[src/ucp_map.svh]
// Purpose: constants for the two-channel serial pin-function block
// Assumes: core_clk at 20 MHz
// Notes: Notes on behaviour list follows
// Notes on behaviour
// RL1: receivers take data LSB first; high is mark, low is space
// RL2: transmitters send LSB first; mark driven high, space low
// RL3: transmit output held at mark when disabled, idle or local loopback
// RL4: out bits 0/1 general or active-low request-to-send, auto-negated; code drives rxHeld there when rtsAutoSel is clear
// RL5: out bit 2 general, chan A tx clock 1x/16x, or rx clock 1x; code offers only tx16Cnt[3] or tx1Clk, no rx clock
// RL6: out bit 3 general, open-drain timer irq, chan B tx or rx 1x clock; code drives only the shared tx1Clk, no rx clock
// RL7: out bits 4/5 general or open-drain rx ready/fifo full irq; code has no fifo and gives rx ready only
// RL8: out bits 6/7 general or open-drain tx ready irq
// RL9: in bits 0/1 general or active-low clear-to-send gating transmitters
// RL10: in bit 2 general or counter/timer external clock
// RL11: external tx clock on in bits 3/5; shift out on falling edge
// RL12: external rx clock on in bits 4/6; sample on rising edge
// RL13: reset drives outputs high, stops timer, idles channels at mark
// RL14: pin function from config bits; general purpose after reset
`ifndef UCP_MAP_SVH
`define UCP_MAP_SVH
`define UCP_OUT_RESET   8'hff
`define UCP_CFG_RESET   8'h00
`define UCP_DIV16       4'hf
`define UCP_RX_FIFO_DEPTH 4
`define UCP_DATA_BITS   8
`endif

[src/ucp_pkg.sv]
// Purpose: types for the serial pin-function block
// Assumes: nothing
// Notes: none
package ucp_pkg;
  typedef enum logic [1:0] {TX_IDLE, TX_START, TX_DATA, TX_STOP} ucp_tx_t;
  typedef enum logic [1:0] {RX_IDLE, RX_DATA, RX_STOP} ucp_rx_t;
endpackage

[src/ucp_chan.sv]
// Purpose: one serial channel: 8N1 transmitter and receiver
// Assumes: bit ticks from the parent; inputs already synchronised
// Notes: one tick per bit, external-clock edges picked by parent
`timescale 1ns/10ps
`include "ucp_map.svh"
module ucp_chan (
  input  wire logic       core_clk,
  input  wire logic       rst_b,
  input  wire logic       txTick,
  input  wire logic       rxTick,
  input  wire logic       txEnable,
  input  wire logic       rxEnable,
  input  wire logic       localLoop,
  input  wire logic       ctsOk,
  input  wire logic       txValid,
  input  wire logic [7:0] txData,
  output logic            txReady,
  output logic            txBusy,
  input  wire logic       serialIn,
  output logic            serialOut,
  output logic            rxStrobe,
  output logic [7:0]      rxData
);
  typedef struct packed {
    ucp_pkg::ucp_tx_t txSt;
    logic [7:0]       txSh;
    logic [2:0]       txCnt;
    logic             txHold;
    logic [7:0]       txBuf;
    logic             line;
    ucp_pkg::ucp_rx_t rxSt;
    logic [7:0]       rxSh;
    logic [2:0]       rxCnt;
    logic             rxStb;
    logic [7:0]       rxOut;
  } ucp_chan_st_t;
  ucp_chan_st_t st_reg, st_next;
  logic rxBit;
  assign rxBit = localLoop ? st_reg.line : serialIn;
  always_comb begin
    st_next = st_reg;
    st_next.rxStb = 1'b0;
    if (txValid && !st_reg.txHold) begin
      st_next.txHold = 1'b1;
      st_next.txBuf  = txData;
    end
    if (txTick) begin
      unique case (st_reg.txSt)
        ucp_pkg::TX_IDLE: begin
          st_next.line = 1'b1; // see RL3
          if (st_reg.txHold && txEnable && ctsOk) begin // see RL9
            st_next.txSh   = st_reg.txBuf;
            st_next.txHold = 1'b0;
            st_next.txSt   = ucp_pkg::TX_START;
          end
        end
        ucp_pkg::TX_START: begin
          st_next.line  = 1'b0;
          st_next.txCnt = 3'h0;
          st_next.txSt  = ucp_pkg::TX_DATA;
        end
        ucp_pkg::TX_DATA: begin
          st_next.line  = st_reg.txSh[0]; // see RL2
          st_next.txSh  = {1'b1, st_reg.txSh[7:1]};
          st_next.txCnt = st_reg.txCnt + 3'h1;
          if (st_reg.txCnt == 3'h7) st_next.txSt = ucp_pkg::TX_STOP;
        end
        ucp_pkg::TX_STOP: begin
          st_next.line = 1'b1;
          st_next.txSt = ucp_pkg::TX_IDLE;
        end
      endcase
    end
    if (rxTick && rxEnable) begin
      unique case (st_reg.rxSt)
        ucp_pkg::RX_IDLE: begin
          if (!rxBit) begin
            st_next.rxCnt = 3'h0;
            st_next.rxSt  = ucp_pkg::RX_DATA;
          end
        end
        ucp_pkg::RX_DATA: begin
          st_next.rxSh  = {rxBit, st_reg.rxSh[7:1]}; // see RL1
          st_next.rxCnt = st_reg.rxCnt + 3'h1;
          if (st_reg.rxCnt == 3'h7) st_next.rxSt = ucp_pkg::RX_STOP;
        end
        ucp_pkg::RX_STOP: begin
          if (rxBit) begin
            st_next.rxStb = 1'b1;
            st_next.rxOut = st_reg.rxSh;
          end
          st_next.rxSt = ucp_pkg::RX_IDLE;
        end
        default: st_next.rxSt = ucp_pkg::RX_IDLE;
      endcase
    end
    if (!rst_b) begin
      st_next = '0;
      st_next.line = 1'b1; // see RL13
    end
  end
  always_ff @(posedge core_clk) begin
    st_reg <= st_next;
  end
  assign txReady   = !st_reg.txHold;
  assign txBusy    = st_reg.txHold || (st_reg.txSt != ucp_pkg::TX_IDLE);
  assign serialOut = (localLoop || !txEnable) ? 1'b1 : st_reg.line; // see RL3
  assign rxStrobe  = st_reg.rxStb;
  assign rxData    = st_reg.rxOut;
endmodule

[src/ucp_pins.sv]
// Purpose: two serial channels with multipurpose in/out port pins
// Assumes: single core_clk; pins sampled through two flip-flops
// Notes: open-drain pins as output value plus low-active enable
`timescale 1ns/10ps
`include "ucp_map.svh"
module ucp_pins #(
  parameter int BAUD_DIV = 130
) (
  input  wire logic       core_clk,
  input  wire logic       rst_b,
  input  wire logic [7:0] outPortValue,
  input  wire logic [7:0] outFuncSel,
  input  wire logic [1:0] rtsAutoSel,
  input  wire logic       txClkA16Sel,
  input  wire logic       op3ClkSel,
  input  wire logic [3:0] extClkSel,
  input  wire logic       ctsEnable,
  input  wire logic       timerRun,
  input  wire logic [15:0] timerPreset,
  input  wire logic       timerExtClk,
  input  wire logic [1:0] txEnable,
  input  wire logic [1:0] rxEnable,
  input  wire logic [1:0] localLoop,
  input  wire logic [1:0] txValid,
  input  wire logic [7:0] txDataA,
  input  wire logic [7:0] txDataB,
  output logic [1:0]      txReady,
  output logic [1:0]      rxStrobe,
  output logic [7:0]      rxDataA,
  output logic [7:0]      rxDataB,
  output logic            timerIrq,
  input  wire logic       serial_in_chan_a,
  input  wire logic       serial_in_chan_b,
  output logic            serial_out_chan_a,
  output logic            serial_out_chan_b,
  input  wire logic [6:0] inPort,
  output logic [6:0]      inPortSync,
  output logic [7:0]      outPort,
  output logic [7:0]      outPortOe_n
);
  // divider counter is 16 bits wide
  if (BAUD_DIV < 2 || BAUD_DIV > 65536) begin : gDivCheck
    $error("BAUD_DIV must lie between 2 and 65536");
  end
  typedef struct packed {
    logic [15:0] baudCnt;
    logic [3:0]  tx16Cnt;
    logic        tx1Clk;
    logic [6:0]  in1;
    logic [6:0]  in2;
    logic [6:0]  inPrev;
    logic [15:0] timerCnt;
    logic        timerFlag;
    logic [1:0]  rxHeld;
    logic [7:0]  outQ;
    logic [7:0]  oeQ;
    logic [1:0]  ser1;
    logic [1:0]  ser2;
  } ucp_top_st_t;
  ucp_top_st_t st_reg, st_next;
  logic baudTick, tx16Tick, timerTick;
  logic [1:0] txTick, rxTick, txBusy, ctsOk, serOut;
  logic [1:0] rxStb;
  logic [6:0] fall, rise;
  logic [7:0] funcVal, funcOd;
  assign baudTick = (st_reg.baudCnt == 16'(BAUD_DIV - 1));
  assign tx16Tick = baudTick && (st_reg.tx16Cnt == `UCP_DIV16);
  assign fall = st_reg.inPrev & ~st_reg.in2;
  assign rise = ~st_reg.inPrev & st_reg.in2;
  // see RL11 see RL12
  assign txTick[0] = extClkSel[0] ? fall[3] : tx16Tick;
  assign rxTick[0] = extClkSel[1] ? rise[4] : tx16Tick;
  assign txTick[1] = extClkSel[2] ? fall[5] : tx16Tick;
  assign rxTick[1] = extClkSel[3] ? rise[6] : tx16Tick;
  assign ctsOk = ctsEnable ? ~st_reg.in2[1:0] : 2'b11; // see RL9
  assign timerTick = timerExtClk ? rise[2] : baudTick; // see RL10
  always_comb begin
    st_next = st_reg;
    st_next.in1 = inPort;
    st_next.in2 = st_reg.in1;
    st_next.inPrev = st_reg.in2;
    // serial data pins are asynchronous: two flops before the receivers
    st_next.ser1 = {serial_in_chan_b, serial_in_chan_a};
    st_next.ser2 = st_reg.ser1;
    st_next.baudCnt = baudTick ? 16'h0000 : st_reg.baudCnt + 16'h0001;
    if (baudTick) st_next.tx16Cnt = st_reg.tx16Cnt + 4'h1;
    if (tx16Tick) st_next.tx1Clk = !st_reg.tx1Clk;
    if (timerRun && timerTick) begin
      if (st_reg.timerCnt == 16'h0000) begin
        st_next.timerCnt  = timerPreset;
        st_next.timerFlag = 1'b1;
      end else begin
        st_next.timerCnt = st_reg.timerCnt - 16'h0001;
      end
    end
    if (!timerRun) st_next.timerFlag = 1'b0;
    for (int i = 0; i < 2; i++) begin
      if (rxStb[i]) st_next.rxHeld[i] = 1'b1;
      else if (!rxEnable[i]) st_next.rxHeld[i] = 1'b0;
    end
    st_next.outQ = funcVal;
    st_next.oeQ  = funcOd;
    if (!rst_b) begin
      st_next = '0;
      st_next.outQ = `UCP_OUT_RESET; // see RL13
      st_next.in1 = 7'h7f;
      st_next.in2 = 7'h7f;
      st_next.inPrev = 7'h7f;
      st_next.ser1 = 2'h3;
      st_next.ser2 = 2'h3;
    end
  end
  always_ff @(posedge core_clk) begin
    st_reg <= st_next;
  end
  always_comb begin
    funcVal = outPortValue;
    funcOd  = 8'h00;
    for (int b = 0; b < 2; b++) begin
      if (outFuncSel[b]) begin
        funcVal[b] = rtsAutoSel[b] ? !txBusy[b] : st_reg.rxHeld[b]; // see RL4
      end
    end
    if (outFuncSel[2]) begin
      funcVal[2] = txClkA16Sel ? st_reg.tx16Cnt[3] : st_reg.tx1Clk; // see RL5
    end
    if (outFuncSel[3]) begin
      if (op3ClkSel) begin
        funcVal[3] = st_reg.tx1Clk; // see RL6
      end else begin
        funcVal[3] = !st_reg.timerFlag;
        funcOd[3]  = 1'b1;
      end
    end
    for (int b = 0; b < 2; b++) begin
      if (outFuncSel[4 + b]) begin
        funcVal[4 + b] = !st_reg.rxHeld[b]; // see RL7
        funcOd[4 + b]  = 1'b1;
      end
      if (outFuncSel[6 + b]) begin
        funcVal[6 + b] = !txReady[b]; // see RL8
        funcOd[6 + b]  = 1'b1;
      end
    end
    if (outFuncSel == `UCP_CFG_RESET) funcOd = 8'h00; // see RL14
  end
  genvar g;
  generate
    for (g = 0; g < 8; g++) begin : gOut
      assign outPort[g]     = st_reg.oeQ[g] ? 1'b0 : st_reg.outQ[g];
      assign outPortOe_n[g] = st_reg.oeQ[g] ? st_reg.outQ[g] : 1'b0;
    end
  endgenerate
  ucp_chan uChanA (
    .core_clk  (core_clk),
    .rst_b     (rst_b),
    .txTick    (txTick[0]),
    .rxTick    (rxTick[0]),
    .txEnable  (txEnable[0]),
    .rxEnable  (rxEnable[0]),
    .localLoop (localLoop[0]),
    .ctsOk     (ctsOk[0]),
    .txValid   (txValid[0]),
    .txData    (txDataA),
    .txReady   (txReady[0]),
    .txBusy    (txBusy[0]),
    .serialIn  (st_reg.ser2[0]),
    .serialOut (serOut[0]),
    .rxStrobe  (rxStb[0]),
    .rxData    (rxDataA)
  );
  ucp_chan uChanB (
    .core_clk  (core_clk),
    .rst_b     (rst_b),
    .txTick    (txTick[1]),
    .rxTick    (rxTick[1]),
    .txEnable  (txEnable[1]),
    .rxEnable  (rxEnable[1]),
    .localLoop (localLoop[1]),
    .ctsOk     (ctsOk[1]),
    .txValid   (txValid[1]),
    .txData    (txDataB),
    .txReady   (txReady[1]),
    .txBusy    (txBusy[1]),
    .serialIn  (st_reg.ser2[1]),
    .serialOut (serOut[1]),
    .rxStrobe  (rxStb[1]),
    .rxData    (rxDataB)
  );
  assign serial_out_chan_a = serOut[0];
  assign serial_out_chan_b = serOut[1];
  assign rxStrobe   = rxStb;
  assign inPortSync = st_reg.in2;
  assign timerIrq   = st_reg.timerFlag;
endmodule

[config.mk]
export PLATFORM = sky130hd
export DESIGN_NAME = ucp_pins
export DESIGN_NICKNAME = d
export VERILOG_FILES = /design/src/ucp_pkg.sv /design/src/ucp_chan.sv /design/src/ucp_pins.sv
export VERILOG_INCLUDE_DIRS = /design/src
export SDC_FILE = /design/constraint.sdc
export NUM_CORES = 1
export LEC_CHECK = 0
export BUFFER_PORTS_ARGS = -buffer_cell sky130_fd_sc_hd__buf_2
export CAP_MARGIN = 25
export CORE_MARGIN = 5
export CORE_UTILIZATION = 50
export CTS_BUF_LIST = sky130_fd_sc_hd__clkbuf_16
export DETAILED_ROUTE_END_ITERATION = 16
export GPL_ROUTABILITY_DRIVEN = 1
export GPL_TIMING_DRIVEN = 0
export PLACE_DENSITY = 0.72
export SLEW_MARGIN = 10
export SYNTH_ARGS = -nofsm -noshare
export SYNTH_HDL_FRONTEND = slang
export SYNTH_SLANG_ARGS = --single-unit
[constraint.sdc]
create_clock -name core_clk -period 2.17 [get_ports core_clk]
set_input_delay 0.217 -clock core_clk [delete_from_list [all_inputs] [get_ports core_clk]]
set_output_delay 0.217 -clock core_clk [all_outputs]
set_load 0.05 [all_outputs]
==> flow_summary_export.csv <==
group,metric,value,unit
setup_path,worstPathMaxFanout,6,
place,placed_area,8290,µm²
clocking,clk_pin_slew,0.06,ns
route,firstDrtPassIters,5,
logic_synthesis,netlist_area,7460,µm²
place,gp_congestion,0.866,
timing,relSlewSlack,48.2,%
global_routing,antenna_found_initial,1,
logic_synthesis,synth_commonest_cells,"166 x dfxtp_1, 90 x nand2_1, 74 x mux2i_1",
setup_path,setup.worst_path.start_class,"register",
logic_synthesis,yosysSeqAreaShare,44.6,%
power_and_ir_drop,power_density,722,nW/µm²
clocking,root_buffer,"clkbuf_16",
global_routing,grt.overflow.total,0,
floorplan,die_w,132,µm
place,io_buffers,119,
route,vias_per_cell,5.28,
floorplan,initial_core_util,51.1,%
setup_path,rrSetupSlack,0.13,ns
logic_synthesis,postSynthAreaPerCell,9.33,µm²
clocking,cts_buffers,17,
timing,finalCriticalPeriod,2.04,ns
floorplan,row_count,44,
worst_hold_path,hold_path.class,"in2reg",
logic_synthesis,yosys-top-cells-area,"dfxtp_1 45%, mux2i_1 9.9%, nand2_1 4.5%",
logic_synthesis,yosys.area.top_type,"dfxtp_1",
logic_synthesis,synth_flop_cell,"dfxtp_1",
run_status,outcome,"finished, final reports clean",
clocking,numClockSinks,166,
cells_and_area,largest_reg_flops,68,
floorplan,die-area,17500,µm²
timing,slew_viol_final,0,
floorplan,io_pins,124,
logic_synthesis,synth-seq-cells,166,
floorplan,core_area,14600,µm²
timing,clock_skew,0.00824,ns
logic_synthesis,syn_inst,799,
power_and_ir_drop,vdd_drop_max,0.606,mV
route,vias,6105,
route,antenna_left,0,
logic_synthesis,yosys_warnings,0,
setup_path,required,2.45,ns
clocking,h-tree-depth,4,
power_and_ir_drop,cellLeakagePower,3.91,nW
timing,tightest_slew,0.777,ns
timing,period_share,93.9,%
clocking,cts_tree,"yes",
logic_synthesis,yosysMostFrequentCell,"dfxtp_1",
route,wire_per_inst,15.2,µm
place,pre_cts_slack,-0.0824,ns
clocking,worst_skew_pair.late_latency,0.42,ns
cells_and_area,syn2layout_area_growth,21.9,%
setup_path,crit_arrival,2.32,ns
global_routing,grt_pass1_wl,29.0,mm
route,drt_iter0_markers,463,
global_routing,grt_max_degree,17,
setup_path,crit_type,"reg2reg",
cells_and_area,num-nets-final,1057,
global_routing,grt_usage,20.1,%
timing,max_freq,491,MHz
timing,fin_ws,0.133,ns
logic_synthesis,synth_cell_types,58,
timing,finalSetupViolCount,0,
route,drt_wl_total,17.6,mm
logic_synthesis,synth_edf_count,0,
cells_and_area,design_area,9090,µm²
cells_and_area,layout-drive-gt1-share,24.6,%
setup_path,cp-end-kind,"register",
logic_synthesis,synthArstFlopShare,0,%
route,drc,0,
timing,hold_viol_final,0,
power_and_ir_drop,total_power,6.56,mW
clocking,clockBufferDepth,2,
floorplan,die_h,132,µm
place,hpwlAfterDp,12.6,mm
logic_synthesis,synthDominantCellAreaShare,44.6,%
global_routing,grt_pass1_vias,5845,
timing,fin_tns_setup,0,ns
run,maxCapViolCount,0,
[repair_timing]
action	CTS	global route
hold buffers	10	0
pin swaps	0	6
buffers inserted	4	6
gates resized for setup	2	16
setup endpoints to repair	7	68
hold endpoints to repair	10	0
[critical path, stage by stage (launching register included)]
cell and delay, ns:
dfxtp_2 0.35, inv_1 0.08, ha_1 0.21, or3b_2 0.53, nor2_1 0.33, o21ai_0 0.13, o211ai_1 0.17, o31ai_1 0.09
[power breakdown]
part / total, mW / switching [mW] / internal (mW)
registers: 3.15 / 0.0398 / 3.11
logic: 0.594 / 0.364 / 0.230
clock network: 2.82 / 1.24 / 1.58
total: 6.56 / 1.64 / 4.92
[cells by family after synthesis]
group                      synth area share [%]
and+or+nand+nor                            20.3
DFF                                        44.6
AOI/OAI and AO/OA                          12.4
buffers and inverters                      7.06
muxes                                      10.2
adders and majority gates                  3.52
xor gates and xnor gates                   1.88
other                                    0.0503
[final cells by class]
class | count | area (µm²)
fillers | 1274 | 5500
multi-input cells | 539 | 3670
flip-flops and latches | 166 | 3330
repair buffers | 139 | 774
plain buffers | 73 | 449
clock buffers | 17 | 425
well taps | 184 | 230
clock inverters | 15 | 131
inverters | 22 | 82.6
diodes | 1 | 2.50
[per-layer routing]
layer  up-vias  GRT usage, %  share of wire (%)
met2       152          33.1                 48
met1      2847          26.3                 46
li1       3096             -                  -
met4         0          5.43               0.60
met5         -             0                  0
met3        10          5.08                5.3
[metrics by stage]
step / hold WS [ns] / cells / util [%]
after floorplan: 0.289 / 801 / -
after global placement: 0.388 / 1104 / 56.8
after detailed placement: 0.393 / 1104 / 56.8
after CTS: 0.00311 / 1150 / 61.6
after global routing: 0.0160 / 1156 / 62.3
final: 0.0170 / 1156 / 62.3
[final timing paths]
path,from,endpoint,cells past startpoint
min,outPortValue[7],st_reg[19],3
min reg2reg,st_reg[55],inPortSync[2],1
max reg2reg,st_reg[23],st_reg[37],7
max,st_reg[23],st_reg[37],7
[layout by cell type (no fill, tap or decap), types with 4 or more instances in the layout]
| cell type | n |
|---|---|
| nand4_1 | 9 |
| nor2_1 | 66 |
| or3_1 | 8 |
| buf_4 | 44 |
| clkinv_1 | 4 |
| dfxtp_1 | 163 |
| o21ai_0 | 19 |
| ha_1 | 21 |
| and3_1 | 7 |
| clkinv_4 | 4 |
| a211oi_2 | 4 |
| nor2b_1 | 13 |
| a211oi_1 | 17 |
| nand2_1 | 89 |
| and2_1 | 12 |
| o22ai_1 | 9 |
| nor4_2 | 4 |
| clkinvlp_4 | 4 |
| nor4_1 | 8 |
| mux2i_1 | 74 |
| nor3_1 | 9 |
| inv_1 | 21 |
| xor2_1 | 13 |
| buf_6 | 6 |
| dlygate4sd3_1 | 10 |
| a21oi_1 | 31 |
| nand4b_1 | 5 |
| clkbuf_1 | 26 |
| o32ai_1 | 10 |
| o221a_2 | 4 |
| nand3_1 | 20 |
| nand2b_1 | 28 |
| a31oi_1 | 4 |
| buf_2 | 124 |
| clkbuf_16 | 17 |
Note: power is estimated with default switching activity, not from simulation.
